===== config.mk =====
export PLATFORM = sky130hd
export DESIGN_NAME = iosm_top
export DESIGN_NICKNAME = d
export VERILOG_FILES = /design/src/iosm_pkg.sv /design/src/iosm_chan_if.sv /design/src/iosm_in_cond.sv /design/src/iosm_out_cond.sv /design/src/iosm_top.sv
export SDC_FILE = /design/constraint.sdc
export NUM_CORES = 2
export LEC_CHECK = 0
export ABC_AREA = 1
export BUFFER_PORTS_ARGS = -buffer_cell sky130_fd_sc_hd__buf_4
export CORE_ASPECT_RATIO = 0.9
export CORE_UTILIZATION = 47
export DETAILED_ROUTE_END_ITERATION = 10
export PLACE_DENSITY = 0.65
export SKIP_CTS_REPAIR_TIMING = 1
export SYNTH_ARGS = -nofsm -noshare
export SYNTH_HDL_FRONTEND = slang
export SYNTH_SLANG_ARGS = --single-unit

===== constraint.sdc =====
create_clock -name clk_sys_i -period 2.4 [get_ports clk_sys_i]
set_clock_uncertainty 0.05 [all_clocks]
set_input_delay 0.36 -clock clk_sys_i [delete_from_list [all_inputs] [get_ports clk_sys_i]]
set_output_delay 0.36 -clock clk_sys_i [all_outputs]
set_load 0.02 [all_outputs]

===== src/iosm_pkg.sv =====
// Shared constants, register map and helper functions of the I/O signal mapping block.
package iosm_pkg;

    // -------------------------------------------------------------------------
    // Clock and timing
    // -------------------------------------------------------------------------
    localparam int CLK_HZ      = 20_000_000;
    localparam int TICK_MS     = 1;
    localparam int TICK_CYC    = CLK_HZ / 1000 * TICK_MS;
    localparam int ONESHOT_US  = 250;
    localparam int ONESHOT_CYC = int'((64'(ONESHOT_US) * 64'(CLK_HZ)) / 64'd1000000);
    localparam int DEAD_MAX_MS = 250;

    // -------------------------------------------------------------------------
    // Sizes
    // -------------------------------------------------------------------------
    localparam int N_DIN  = 10;
    localparam int N_VIN  = 4;
    localparam int N_DOUT = 6;
    localparam int N_USR  = 2;
    localparam int SIG_W  = 32;
    localparam int SEL_W  = 5;
    localparam int MS_W   = 8;
    localparam int CNT_W  = 16;
    localparam int ADDR_W = 8;

    // -------------------------------------------------------------------------
    // Register offsets (byte addresses)
    // -------------------------------------------------------------------------
    localparam logic [ADDR_W-1:0] REG_STATUS    = 8'h00;
    localparam logic [ADDR_W-1:0] REG_FUNC      = 8'h04;
    localparam logic [ADDR_W-1:0] REG_DIN_BASE  = 8'h40;
    localparam logic [ADDR_W-1:0] REG_VIN_BASE  = 8'h80;
    localparam logic [ADDR_W-1:0] REG_DOUT_BASE = 8'hC0;
    localparam logic [ADDR_W-1:0] REG_USR_BASE  = 8'hE0;

    // -------------------------------------------------------------------------
    // Field positions and reset values
    // -------------------------------------------------------------------------
    localparam int F_SEL_LSB  = 0;
    localparam int F_SEL2_LSB = 8;
    localparam int F_INV      = 16;
    localparam int F_AUX      = 17;
    localparam int F_OR       = 18;
    localparam int F_MS_LSB   = 24;
    localparam int ST_VIN_LSB = 10;
    localparam int ST_DOUT_LSB = 14;
    localparam int ST_USR_LSB = 20;
    localparam logic [31:0] CFG_RST = 32'h0000_0000;

    // -------------------------------------------------------------------------
    // Helpers
    // -------------------------------------------------------------------------
    // Code zero means "not used": it asserts nothing.
    function automatic logic [SIG_W-1:0] onehot(input logic [SEL_W-1:0] sel);
        onehot = (sel == '0) ? '0 : (SIG_W'(1) << sel);
    endfunction

    // Code zero selects a constant OFF source.
    function automatic logic pick(input logic [SIG_W-1:0] vec, input logic [SEL_W-1:0] sel);
        pick = (sel == '0) ? 1'b0 : vec[sel];
    endfunction

endpackage


===== src/iosm_chan_if.sv =====
// Channel interface between the mapping top and its conditioning stages.
`timescale 1ns/1ps
interface iosm_chan_if;
    logic              tick;
    logic              raw;
    logic              raw2;
    logic              inv;
    logic              inv2;
    logic              aux;
    logic [7:0]        ms;
    logic              state;

    modport ctrl (output tick, raw, raw2, inv, inv2, aux, ms, input state);
    modport cond (input tick, raw, raw2, inv, inv2, aux, ms, output state);
endinterface


===== src/iosm_in_cond.sv =====
// Input conditioning: inversion, ON dead-time filter and one-shot pulse.
`timescale 1ns/1ps
module iosm_in_cond #(
    parameter int ONESHOT_CYCLES = iosm_pkg::ONESHOT_CYC
) (
    // Clock and reset
    input  wire logic clk_sys_i,
    input  wire logic arst_n_i,
    // Channel
    iosm_chan_if.cond ch
);
    import iosm_pkg::*;

    logic             lvl;
    logic             filt;
    logic             rise;
    logic [MS_W-1:0]  dead_q,  dead_d;
    logic [CNT_W-1:0] os_q,    os_d;
    logic             filt_q,  filt_d;
    logic             st_q,    st_d;

    always_comb begin
        lvl  = ch.raw ^ ch.inv;
        filt = lvl && (dead_q >= ch.ms);
        rise = filt && !filt_q;
        dead_d = dead_q;
        if (!lvl) begin
            dead_d = '0;
        end else if (ch.tick && dead_q < ch.ms) begin
            dead_d = dead_q + MS_W'(1);
        end
        filt_d = filt;
        if (rise) begin
            os_d = CNT_W'(ONESHOT_CYCLES);
        end else if (os_q != '0) begin
            os_d = os_q - CNT_W'(1);
        end else begin
            os_d = '0;
        end
        st_d = ch.aux ? (os_d != '0) : filt;
    end

    always_ff @(posedge clk_sys_i or negedge arst_n_i) begin
        if (!arst_n_i) begin
            dead_q <= '0;
            os_q   <= '0;
            filt_q <= 1'b0;
            st_q   <= 1'b0;
        end else begin
            dead_q <= dead_d;
            os_q   <= os_d;
            filt_q <= filt_d;
            st_q   <= st_d;
        end
    end

    assign ch.state = st_q;
endmodule // iosm_in_cond


===== src/iosm_out_cond.sv =====
// Direct output conditioning: inversion, OFF delay and composite AND/OR.
`timescale 1ns/1ps
module iosm_out_cond (
    // Clock and reset
    input  wire logic clk_sys_i,
    input  wire logic arst_n_i,
    // Channel
    iosm_chan_if.cond ch
);
    import iosm_pkg::*;

    logic            lvl;
    logic            comp;
    logic [MS_W-1:0] off_q,  off_d;
    logic            norm_q, norm_d;
    logic            st_q,   st_d;

    always_comb begin
        lvl   = ch.raw ^ ch.inv;
        off_d = off_q;
        if (lvl) begin
            off_d = '0;
        end else if (ch.tick && off_q < ch.ms) begin
            off_d = off_q + MS_W'(1);
        end
        norm_d = lvl || (norm_q && off_q < ch.ms);
        comp   = ch.raw2 ^ ch.inv2;
        st_d   = ch.aux ? (norm_q || comp) : (norm_q && comp);
    end

    always_ff @(posedge clk_sys_i or negedge arst_n_i) begin
        if (!arst_n_i) begin
            off_q  <= '0;
            norm_q <= 1'b0;
            st_q   <= 1'b0;
        end else begin
            off_q  <= off_d;
            norm_q <= norm_d;
            st_q   <= st_d;
        end
    end

    assign ch.state = st_q;
endmodule // iosm_out_cond


===== src/iosm_top.sv =====
// Top of the I/O signal mapping block with its Avalon-MM register slave.
//
// Notes on behaviour
// - Each direct input asserts the input function chosen for it.
// - Optional per-input inversion swaps ON and OFF before the function.
// - An input turns ON only after staying asserted past its dead-time.
// - With one-shot enabled, the function drops OFF 250 us after turning ON.
// - A direct input that is ON also asserts its composite function.
// - Four virtual inputs run alongside the direct inputs without wiring.
// - A virtual input is triggered by a selected internal output signal.
// - Each direct output carries the internal signal selected for it.
// - Optional per-output inversion swaps the selected signal's sense.
// - A direct output drops only after its source is off past the delay.
// - A direct output is the AND or OR of normal and second signal.
// - Optional composite inversion swaps the second signal before combining.
// - Two internal user outputs, each fed by sources A and B.
// - Sources A and B each have their own inversion.
// - A user output is the AND or OR of its sources A and B.
// - Ten direct inputs; dead-time 0 to 250 ms, default zero.
//
// Chosen here: the Avalon-MM register port and the placing of the registers.
`timescale 1ns/1ps
module iosm_top #(
    parameter int MS_CYCLES      = iosm_pkg::TICK_CYC,
    parameter int ONESHOT_CYCLES = iosm_pkg::ONESHOT_CYC
) (
    // Clock and reset
    input  wire logic                          clk_sys_i,
    input  wire logic                          arst_n_i,
    // Avalon-MM slave
    input  wire logic [iosm_pkg::ADDR_W-1:0]   avs_address_i,
    input  wire logic                          avs_read_i,
    input  wire logic                          avs_write_i,
    input  wire logic [31:0]                   avs_writedata_i,
    input  wire logic [3:0]                    avs_byteenable_i,
    output logic      [31:0]                   avs_readdata_o,
    output logic                               avs_waitrequest_o,
    // Direct input pins and internal output signals
    input  wire logic [iosm_pkg::N_DIN-1:0]    din_i,
    input  wire logic [iosm_pkg::SIG_W-1:0]    out_sig_i,
    // Mapped results
    output logic      [iosm_pkg::SIG_W-1:0]    func_o,
    output logic      [iosm_pkg::N_DOUT-1:0]   dout_o,
    output logic      [iosm_pkg::N_USR-1:0]    user_output_o
);
    import iosm_pkg::*;

    // -------------------------------------------------------------------------
    // Helpers
    // -------------------------------------------------------------------------
    // Merges write data into a register under the byte enables.
    function automatic logic [31:0] be_merge(input logic [31:0] old_v,
                                             input logic [31:0] new_v,
                                             input logic [3:0]  be);
        logic [31:0] r;
        r = old_v;
        for (int b = 0; b < 4; b++) begin
            if (be[b]) begin
                r[b*8 +: 8] = new_v[b*8 +: 8];
            end
        end
        be_merge = r;
    endfunction

    // Limits the millisecond field of a configuration word.
    function automatic logic [31:0] clamp_ms(input logic [31:0] v);
        logic [31:0] r;
        r = v;
        if (v[F_MS_LSB +: MS_W] > MS_W'(DEAD_MAX_MS)) begin
            r[F_MS_LSB +: MS_W] = MS_W'(DEAD_MAX_MS);
        end
        clamp_ms = r;
    endfunction

    function automatic logic [SEL_W-1:0] sel_f(input logic [31:0] v);
        sel_f = v[F_SEL_LSB +: SEL_W];
    endfunction

    function automatic logic [SEL_W-1:0] sel2_f(input logic [31:0] v);
        sel2_f = v[F_SEL2_LSB +: SEL_W];
    endfunction

    // -------------------------------------------------------------------------
    // Declarations
    // -------------------------------------------------------------------------
    logic [31:0]      din_cfg_q  [N_DIN];
    logic [31:0]      din_cfg_d  [N_DIN];
    logic [31:0]      vin_cfg_q  [N_VIN];
    logic [31:0]      vin_cfg_d  [N_VIN];
    logic [31:0]      dout_cfg_q [N_DOUT];
    logic [31:0]      dout_cfg_d [N_DOUT];
    logic [31:0]      usr_cfg_q  [N_USR];
    logic [31:0]      usr_cfg_d  [N_USR];
    logic             wait_q,  wait_d;
    logic [31:0]      rdata_q, rdata_d;
    logic [CNT_W-1:0] pre_q,   pre_d;
    logic             tick_q,  tick_d;
    logic [SIG_W-1:0] func_q,  func_d;
    logic [N_DOUT-1:0] dout_q, dout_d;
    logic [N_USR-1:0] usr_q,   usr_d;
    logic [N_DIN-1:0] din_st;
    logic [N_VIN-1:0] vin_st;
    logic [N_DOUT-1:0] dout_st;
    logic             wr_go;

    // -------------------------------------------------------------------------
    // Millisecond tick
    // -------------------------------------------------------------------------
    always_comb begin
        tick_d = 1'b0;
        pre_d  = pre_q + CNT_W'(1);
        if (pre_q >= CNT_W'(MS_CYCLES - 1)) begin
            pre_d  = '0;
            tick_d = 1'b1;
        end
    end

    always_ff @(posedge clk_sys_i or negedge arst_n_i) begin
        if (!arst_n_i) begin
            pre_q  <= '0;
            tick_q <= 1'b0;
        end else begin
            pre_q  <= pre_d;
            tick_q <= tick_d;
        end
    end

    // -------------------------------------------------------------------------
    // Direct inputs
    // -------------------------------------------------------------------------
    for (genvar i = 0; i < N_DIN; i++) begin : g_din
        iosm_chan_if u_ch ();
        assign u_ch.tick = tick_q;
        assign u_ch.raw  = din_i[i];
        assign u_ch.raw2 = 1'b0;
        assign u_ch.inv  = din_cfg_q[i][F_INV];
        assign u_ch.inv2 = 1'b0;
        assign u_ch.aux  = din_cfg_q[i][F_AUX];
        assign u_ch.ms   = din_cfg_q[i][F_MS_LSB +: MS_W];
        assign din_st[i] = u_ch.state;
        iosm_in_cond #(
            .ONESHOT_CYCLES (ONESHOT_CYCLES)
        ) u_cond (
            .clk_sys_i (clk_sys_i),
            .arst_n_i  (arst_n_i),
            .ch        (u_ch)
        );
    end

    // -------------------------------------------------------------------------
    // Virtual inputs
    // -------------------------------------------------------------------------
    for (genvar j = 0; j < N_VIN; j++) begin : g_vin
        iosm_chan_if u_ch ();
        assign u_ch.tick = tick_q;
        assign u_ch.raw  = pick(out_sig_i, sel2_f(vin_cfg_q[j]));
        assign u_ch.raw2 = 1'b0;
        assign u_ch.inv  = vin_cfg_q[j][F_INV];
        assign u_ch.inv2 = 1'b0;
        assign u_ch.aux  = vin_cfg_q[j][F_AUX];
        assign u_ch.ms   = vin_cfg_q[j][F_MS_LSB +: MS_W];
        assign vin_st[j] = u_ch.state;
        iosm_in_cond #(
            .ONESHOT_CYCLES (ONESHOT_CYCLES)
        ) u_cond (
            .clk_sys_i (clk_sys_i),
            .arst_n_i  (arst_n_i),
            .ch        (u_ch)
        );
    end

    // -------------------------------------------------------------------------
    // Direct outputs
    // -------------------------------------------------------------------------
    for (genvar k = 0; k < N_DOUT; k++) begin : g_dout
        iosm_chan_if u_ch ();
        assign u_ch.tick  = tick_q;
        assign u_ch.raw   = pick(out_sig_i, sel_f(dout_cfg_q[k]));
        assign u_ch.raw2  = pick(out_sig_i, sel2_f(dout_cfg_q[k]));
        assign u_ch.inv   = dout_cfg_q[k][F_INV];
        assign u_ch.inv2  = dout_cfg_q[k][F_AUX];
        assign u_ch.aux   = dout_cfg_q[k][F_OR];
        assign u_ch.ms    = dout_cfg_q[k][F_MS_LSB +: MS_W];
        assign dout_st[k] = u_ch.state;
        iosm_out_cond u_cond (
            .clk_sys_i (clk_sys_i),
            .arst_n_i  (arst_n_i),
            .ch        (u_ch)
        );
    end

    // -------------------------------------------------------------------------
    // Function map, user outputs and output registers
    // -------------------------------------------------------------------------
    always_comb begin
        logic a;
        logic b;
        a      = 1'b0;
        b      = 1'b0;
        func_d = '0;
        for (int i = 0; i < N_DIN; i++) begin
            if (din_st[i]) begin
                func_d = func_d | onehot(sel_f(din_cfg_q[i]));
                func_d = func_d | onehot(sel2_f(din_cfg_q[i]));
            end
        end
        for (int j = 0; j < N_VIN; j++) begin
            if (vin_st[j]) begin
                func_d = func_d | onehot(sel_f(vin_cfg_q[j]));
            end
        end
        usr_d = '0;
        for (int u = 0; u < N_USR; u++) begin
            a = pick(out_sig_i, sel_f(usr_cfg_q[u])) ^ usr_cfg_q[u][F_INV];
            b = pick(out_sig_i, sel2_f(usr_cfg_q[u])) ^ usr_cfg_q[u][F_AUX];
            usr_d[u] = usr_cfg_q[u][F_OR] ? (a | b) : (a & b);
        end
        dout_d = dout_st;
    end

    always_ff @(posedge clk_sys_i or negedge arst_n_i) begin
        if (!arst_n_i) begin
            func_q <= '0;
            dout_q <= '0;
            usr_q  <= '0;
        end else begin
            func_q <= func_d;
            dout_q <= dout_d;
            usr_q  <= usr_d;
        end
    end

    // -------------------------------------------------------------------------
    // Avalon-MM slave
    // -------------------------------------------------------------------------
    // A request is held in wait for one cycle; the next edge completes it.
    assign wr_go = avs_write_i && !wait_q;

    always_comb begin
        wait_d  = !((avs_read_i || avs_write_i) && wait_q);
        rdata_d = rdata_q;
        if (avs_read_i && wait_q) begin
            rdata_d = '0;
            if (avs_address_i == REG_STATUS) begin
                rdata_d[N_DIN-1:0]                 = din_st;
                rdata_d[ST_VIN_LSB +: N_VIN]       = vin_st;
                rdata_d[ST_DOUT_LSB +: N_DOUT]     = dout_q;
                rdata_d[ST_USR_LSB +: N_USR]       = usr_q;
            end else if (avs_address_i == REG_FUNC) begin
                rdata_d = func_q;
            end
            for (int i = 0; i < N_DIN; i++) begin
                if (avs_address_i == REG_DIN_BASE + ADDR_W'(4 * i)) begin
                    rdata_d = din_cfg_q[i];
                end
            end
            for (int j = 0; j < N_VIN; j++) begin
                if (avs_address_i == REG_VIN_BASE + ADDR_W'(4 * j)) begin
                    rdata_d = vin_cfg_q[j];
                end
            end
            for (int k = 0; k < N_DOUT; k++) begin
                if (avs_address_i == REG_DOUT_BASE + ADDR_W'(4 * k)) begin
                    rdata_d = dout_cfg_q[k];
                end
            end
            for (int u = 0; u < N_USR; u++) begin
                if (avs_address_i == REG_USR_BASE + ADDR_W'(4 * u)) begin
                    rdata_d = usr_cfg_q[u];
                end
            end
        end
    end

    always_comb begin
        din_cfg_d  = din_cfg_q;
        vin_cfg_d  = vin_cfg_q;
        dout_cfg_d = dout_cfg_q;
        usr_cfg_d  = usr_cfg_q;
        if (wr_go) begin
            for (int i = 0; i < N_DIN; i++) begin
                if (avs_address_i == REG_DIN_BASE + ADDR_W'(4 * i)) begin
                    din_cfg_d[i] = clamp_ms(be_merge(din_cfg_q[i], avs_writedata_i,
                                                     avs_byteenable_i));
                end
            end
            for (int j = 0; j < N_VIN; j++) begin
                if (avs_address_i == REG_VIN_BASE + ADDR_W'(4 * j)) begin
                    vin_cfg_d[j] = clamp_ms(be_merge(vin_cfg_q[j], avs_writedata_i,
                                                     avs_byteenable_i));
                end
            end
            for (int k = 0; k < N_DOUT; k++) begin
                if (avs_address_i == REG_DOUT_BASE + ADDR_W'(4 * k)) begin
                    dout_cfg_d[k] = clamp_ms(be_merge(dout_cfg_q[k], avs_writedata_i,
                                                      avs_byteenable_i));
                end
            end
            for (int u = 0; u < N_USR; u++) begin
                if (avs_address_i == REG_USR_BASE + ADDR_W'(4 * u)) begin
                    usr_cfg_d[u] = be_merge(usr_cfg_q[u], avs_writedata_i,
                                            avs_byteenable_i);
                end
            end
        end
    end

    always_ff @(posedge clk_sys_i or negedge arst_n_i) begin
        if (!arst_n_i) begin
            wait_q  <= 1'b1;
            rdata_q <= '0;
            for (int i = 0; i < N_DIN; i++) begin
                din_cfg_q[i] <= CFG_RST;
            end
            for (int j = 0; j < N_VIN; j++) begin
                vin_cfg_q[j] <= CFG_RST;
            end
            for (int k = 0; k < N_DOUT; k++) begin
                dout_cfg_q[k] <= CFG_RST;
            end
            for (int u = 0; u < N_USR; u++) begin
                usr_cfg_q[u] <= CFG_RST;
            end
        end else begin
            wait_q     <= wait_d;
            rdata_q    <= rdata_d;
            din_cfg_q  <= din_cfg_d;
            vin_cfg_q  <= vin_cfg_d;
            dout_cfg_q <= dout_cfg_d;
            usr_cfg_q  <= usr_cfg_d;
        end
    end

    // -------------------------------------------------------------------------
    // Outputs
    // -------------------------------------------------------------------------
    assign avs_readdata_o    = rdata_q;
    assign avs_waitrequest_o = wait_q;
    assign func_o            = func_q;
    assign dout_o            = dout_q;
    assign user_output_o     = usr_q;

endmodule // iosm_top


==> metrics <==
status=finished, violations left; failing checks=negative setup slack; reg-to-reg critical path startpoint=g_din[9].u_cond.dead_q[3]; clock share of power=42.7%; GP Congestion=1.07; CTS Root Cell=clkbuf_16; Hold EP=g_din[0].u_cond.dead_q[4]; FILL cells=13700; number of synthesized flops with an enable pin=0; Critical Path RT=3030 ps; multi-input logic area=42100 sq um; die width=427 um; core box area=160000 sq um; CP max stage cell=dfrtp_1; worst hold path depth=4; Seq pwr share=43.5%; Finish-stage setup viols=96; dpl ws=-795 ps; number of max-cap violations=0; leading cell types by count after synthesis=nand2_1 (2487), o21ai_0 (1374), dfrtp_1 (1217), inv_1 (1173), nor2_1 (932); total area of sequential cells=30600 sq um; Setup CP Type=register to register; cells after synthesis=10800; total power=51.3 mW; crit path DAT=3540 ps; hold slack final=3.20 ps; CP cell instances=ha_4 -> nand3_4 -> o211ai_1 -> nand2_1 -> o211ai_1 -> inv_1 -> nand2_2 -> nand2_2 -> nor2_1 -> buf_4 -> inv_4 -> nand2_4 -> buf_6 -> or2_4 -> inv_2 -> nor4_4 -> nand4_1 -> buf_6 -> nand2_2 -> nand2_1; layout cells sized above 1=25.7%; Area growth syn-to-layout=34.9%; Final period util=121%; leading area contributor after synthesis=dfrtp_1; First-pass DRT Iterations=7; CTS tree=built; I/O pin cnt=163; top-count cell post-synth=nand2_1; initial antenna violation count=21; syn_area_per_cell=7.05 sq um; first-pass GRT wire length=510 mm; internal power=36.5 mW; relative slew slack=36.6%; worst slew pin tran=942 ps; setup TNS=-11370 ps; fin crit period=2910 ps; clock slew at reported path FFs=60 ps; Lkg Pwr=48.0 nW; largest net degree at the start of global routing=83; antenna-violating nets left=0; Slew Viols, Final=0; H-tree depth=4; fin worst setup slack=-512 ps; DP Cell Count=14300; worst-path maximum fanout=3; DRT iter0 DRCs=10300; Num CTS Buffers=137; CP Launch Type=register; Routed wire per std cell=24.3 um; vias per cell=5.92; All-Layer GR Usage=41.5%; R2R depth=20; Net Sw Frac=28.7%; row count=139; die height=384 um; CP dominant cell by count=nand2_2; met1 Usage GRT=56.0%; Detailed Route WL=356 mm; die area=164000 sq um; endpoints failing hold=0; register area share after synthesis=40.0%; RSZ-0062 raised after global routing=true; Crit path largest cell delay=430 ps; # nets final=12800; M3 GR Usage=8.98%; top-area cell type share of the netlist area=40.0%; combinational power share=13.8%; Initial Util=47.5%; Top FF cell, synth=dfrtp_1; Worst setup EP type=register; worst hold-check path type=input pin to register; pwr dens=498 nW/um^2; synth top area cells=dfrtp_1 (40%), nand2_1 (12%), o21ai_0 (9.0%); GR Layer Usage met2=61.5%; synthesized flop and latch total=1218; vias in the first global route=81100; FF-to-FF End=g_din[9].u_cond.ch.state; min-delay src=din_i[0]; CTS sink count=1218; VDD IR-drop max=0.641 mV; yosys warns=0; detailed-placement wirelength estimate=268 mm; Post-synth ARST share=100%; peak-usage layer in the global routing report=met2; f_max=343 MHz; port bufs=162; Post-route DRC=0; final std cells w/o fill=14700; number of distinct library cells after synthesis=74; post-synthesis cell area=76200 sq um; grt total ovfl=0; worst skew pair latency=820 ps; CTS max path bufs=3; Psw=14.7 mW; via count=86900; R2R Setup Slk=-510 ps
-- per-layer routing --
metal  part of all wire, %  wire, um
met4                   6.7     23900
met2                    43    153000
met5                 0.044       157
met1                    40    143000
met3                    10     36400
-- worst max path at each step --
| stage | from | end | cells past startpoint |
|---|---|---|---|
| 5_1_grt | g_din[9].u_cond.dead_q[3] | g_din[9].u_cond.ch.state | 20 |
| 4_1_cts | dout_cfg_q[161] | g_dout[0].u_cond.off_q[6] | 18 |
| 2_1_floorplan | g_din[1].u_cond.dead_q[3] | g_din[1].u_cond.ch.state | 18 |
| 3_5_place_dp | avs_address_i[1] | avs_readdata_o[9] | 20 |
| 3_3_place_gp | out_sig_i[21] | g_dout[2].u_cond.off_q[7] | 22 |
| 6_report | g_din[9].u_cond.dead_q[3] | g_din[9].u_cond.ch.state | 20 |
-- layout make-up --
cell class	count	share of cell area (%)
multi-input cells	7784	40.9
flip-flops and latches	1218	29.7
repair buffers	2103	17.8
inverters	1223	4.53
clock buffers	196	3.88
well taps	2115	2.57
clock inverters	46	0.591
diodes	5	0.0122
repair inverters	1	0.00608
-- registers in the layout (all words and copies together) (netlist names), 48 cells and up --
name                 cells
din_cfg_q              320
g_din.u_cond.dead_q     80
dout_cfg_q             192
g_vin.u_cond.os_q       64
vin_cfg_q               88
g_dout.u_cond.off_q     48
usr_cfg_q               64
g_din.u_cond.os_q      160
-- worst max-delay path: cells and delay by family (launching register included) --
| family | cells | cell delay, ps |
|---|---|---|
| compound gates | 2 | 280 |
| fa+ha+maj | 1 | 310 |
| buf+inv | 6 | 650 |
| flops | 1 | 430 |
| simple gates | 11 | 1060 |
-- power by group through the flow --
stage | clock network, mW | registers (mW) | logic (mW)
5_1_grt | 22.9 | 22.4 | 7.62
3_3_place_gp | 0 | 22.5 | 5.86
4_1_cts | 22.1 | 22.2 | 6.14
6_report | 21.9 | 22.3 | 7.06
2_1_floorplan | 0 | 22.3 | 2.91
3_5_place_dp | 0 | 22.6 | 6.08
-- metrics by stage --
stage | area, sq um | util [%]
after floorplan | 76300 | -
after global placement | 93000 | 58.0
after detailed placement | 93000 | 58.0
after CTS | 97600 | 60.9
after global routing | 103000 | 64.1
final | 103000 | 64.1
-- layout by cell type, fill, tap and decap left out, types with 32 or more instances in the layout --
| cell type | instances |
|---|---|
| a21oi_2 | 62 |
| o21ai_1 | 95 |
| nand2_1 | 2343 |
| ha_1 | 153 |
| inv_2 | 159 |
| clkbuf_8 | 32 |
| nand3_2 | 54 |
| o211ai_1 | 104 |
| o22ai_1 | 123 |
| o21ai_0 | 1256 |
| nand3_1 | 556 |
| inv_1 | 1018 |
| dfrtp_2 | 74 |
| nand2_2 | 111 |
| nor4_1 | 51 |
| buf_4 | 1845 |
| nor2_1 | 858 |
| xnor2_1 | 52 |
| nand2_4 | 40 |
| clkbuf_16 | 155 |
| buf_6 | 70 |
| nor3_2 | 38 |
| ha_4 | 50 |
| a21oi_1 | 601 |
| xor2_1 | 100 |
| o21ai_2 | 39 |
| nand4_1 | 297 |
| nor3_1 | 274 |
| or2_2 | 83 |
| nor2_2 | 58 |
| buf_12 | 148 |
| dfrtp_1 | 1143 |
-- cell families (layout without fill, tap and decap cells) --
| kind of cell | Yosys count | in the layout | synth area share [%] |
|---|---|---|---|
| flops | 1218 | 1218 | 40.0 |
| buf+inv | 1814 | 3569 | 9.16 |
| fa+ha+maj | 210 | 210 | 3.42 |
| mux | 1 | 1 | 0.0131 |
| simple gates | 4917 | 4917 | 27.8 |
| other cells | 1 | 7 | 0.00492 |
| compound gates | 2497 | 2497 | 17.8 |
| xor+xnor | 157 | 157 | 1.84 |
Note: power is estimated with default switching activity, not from simulation.
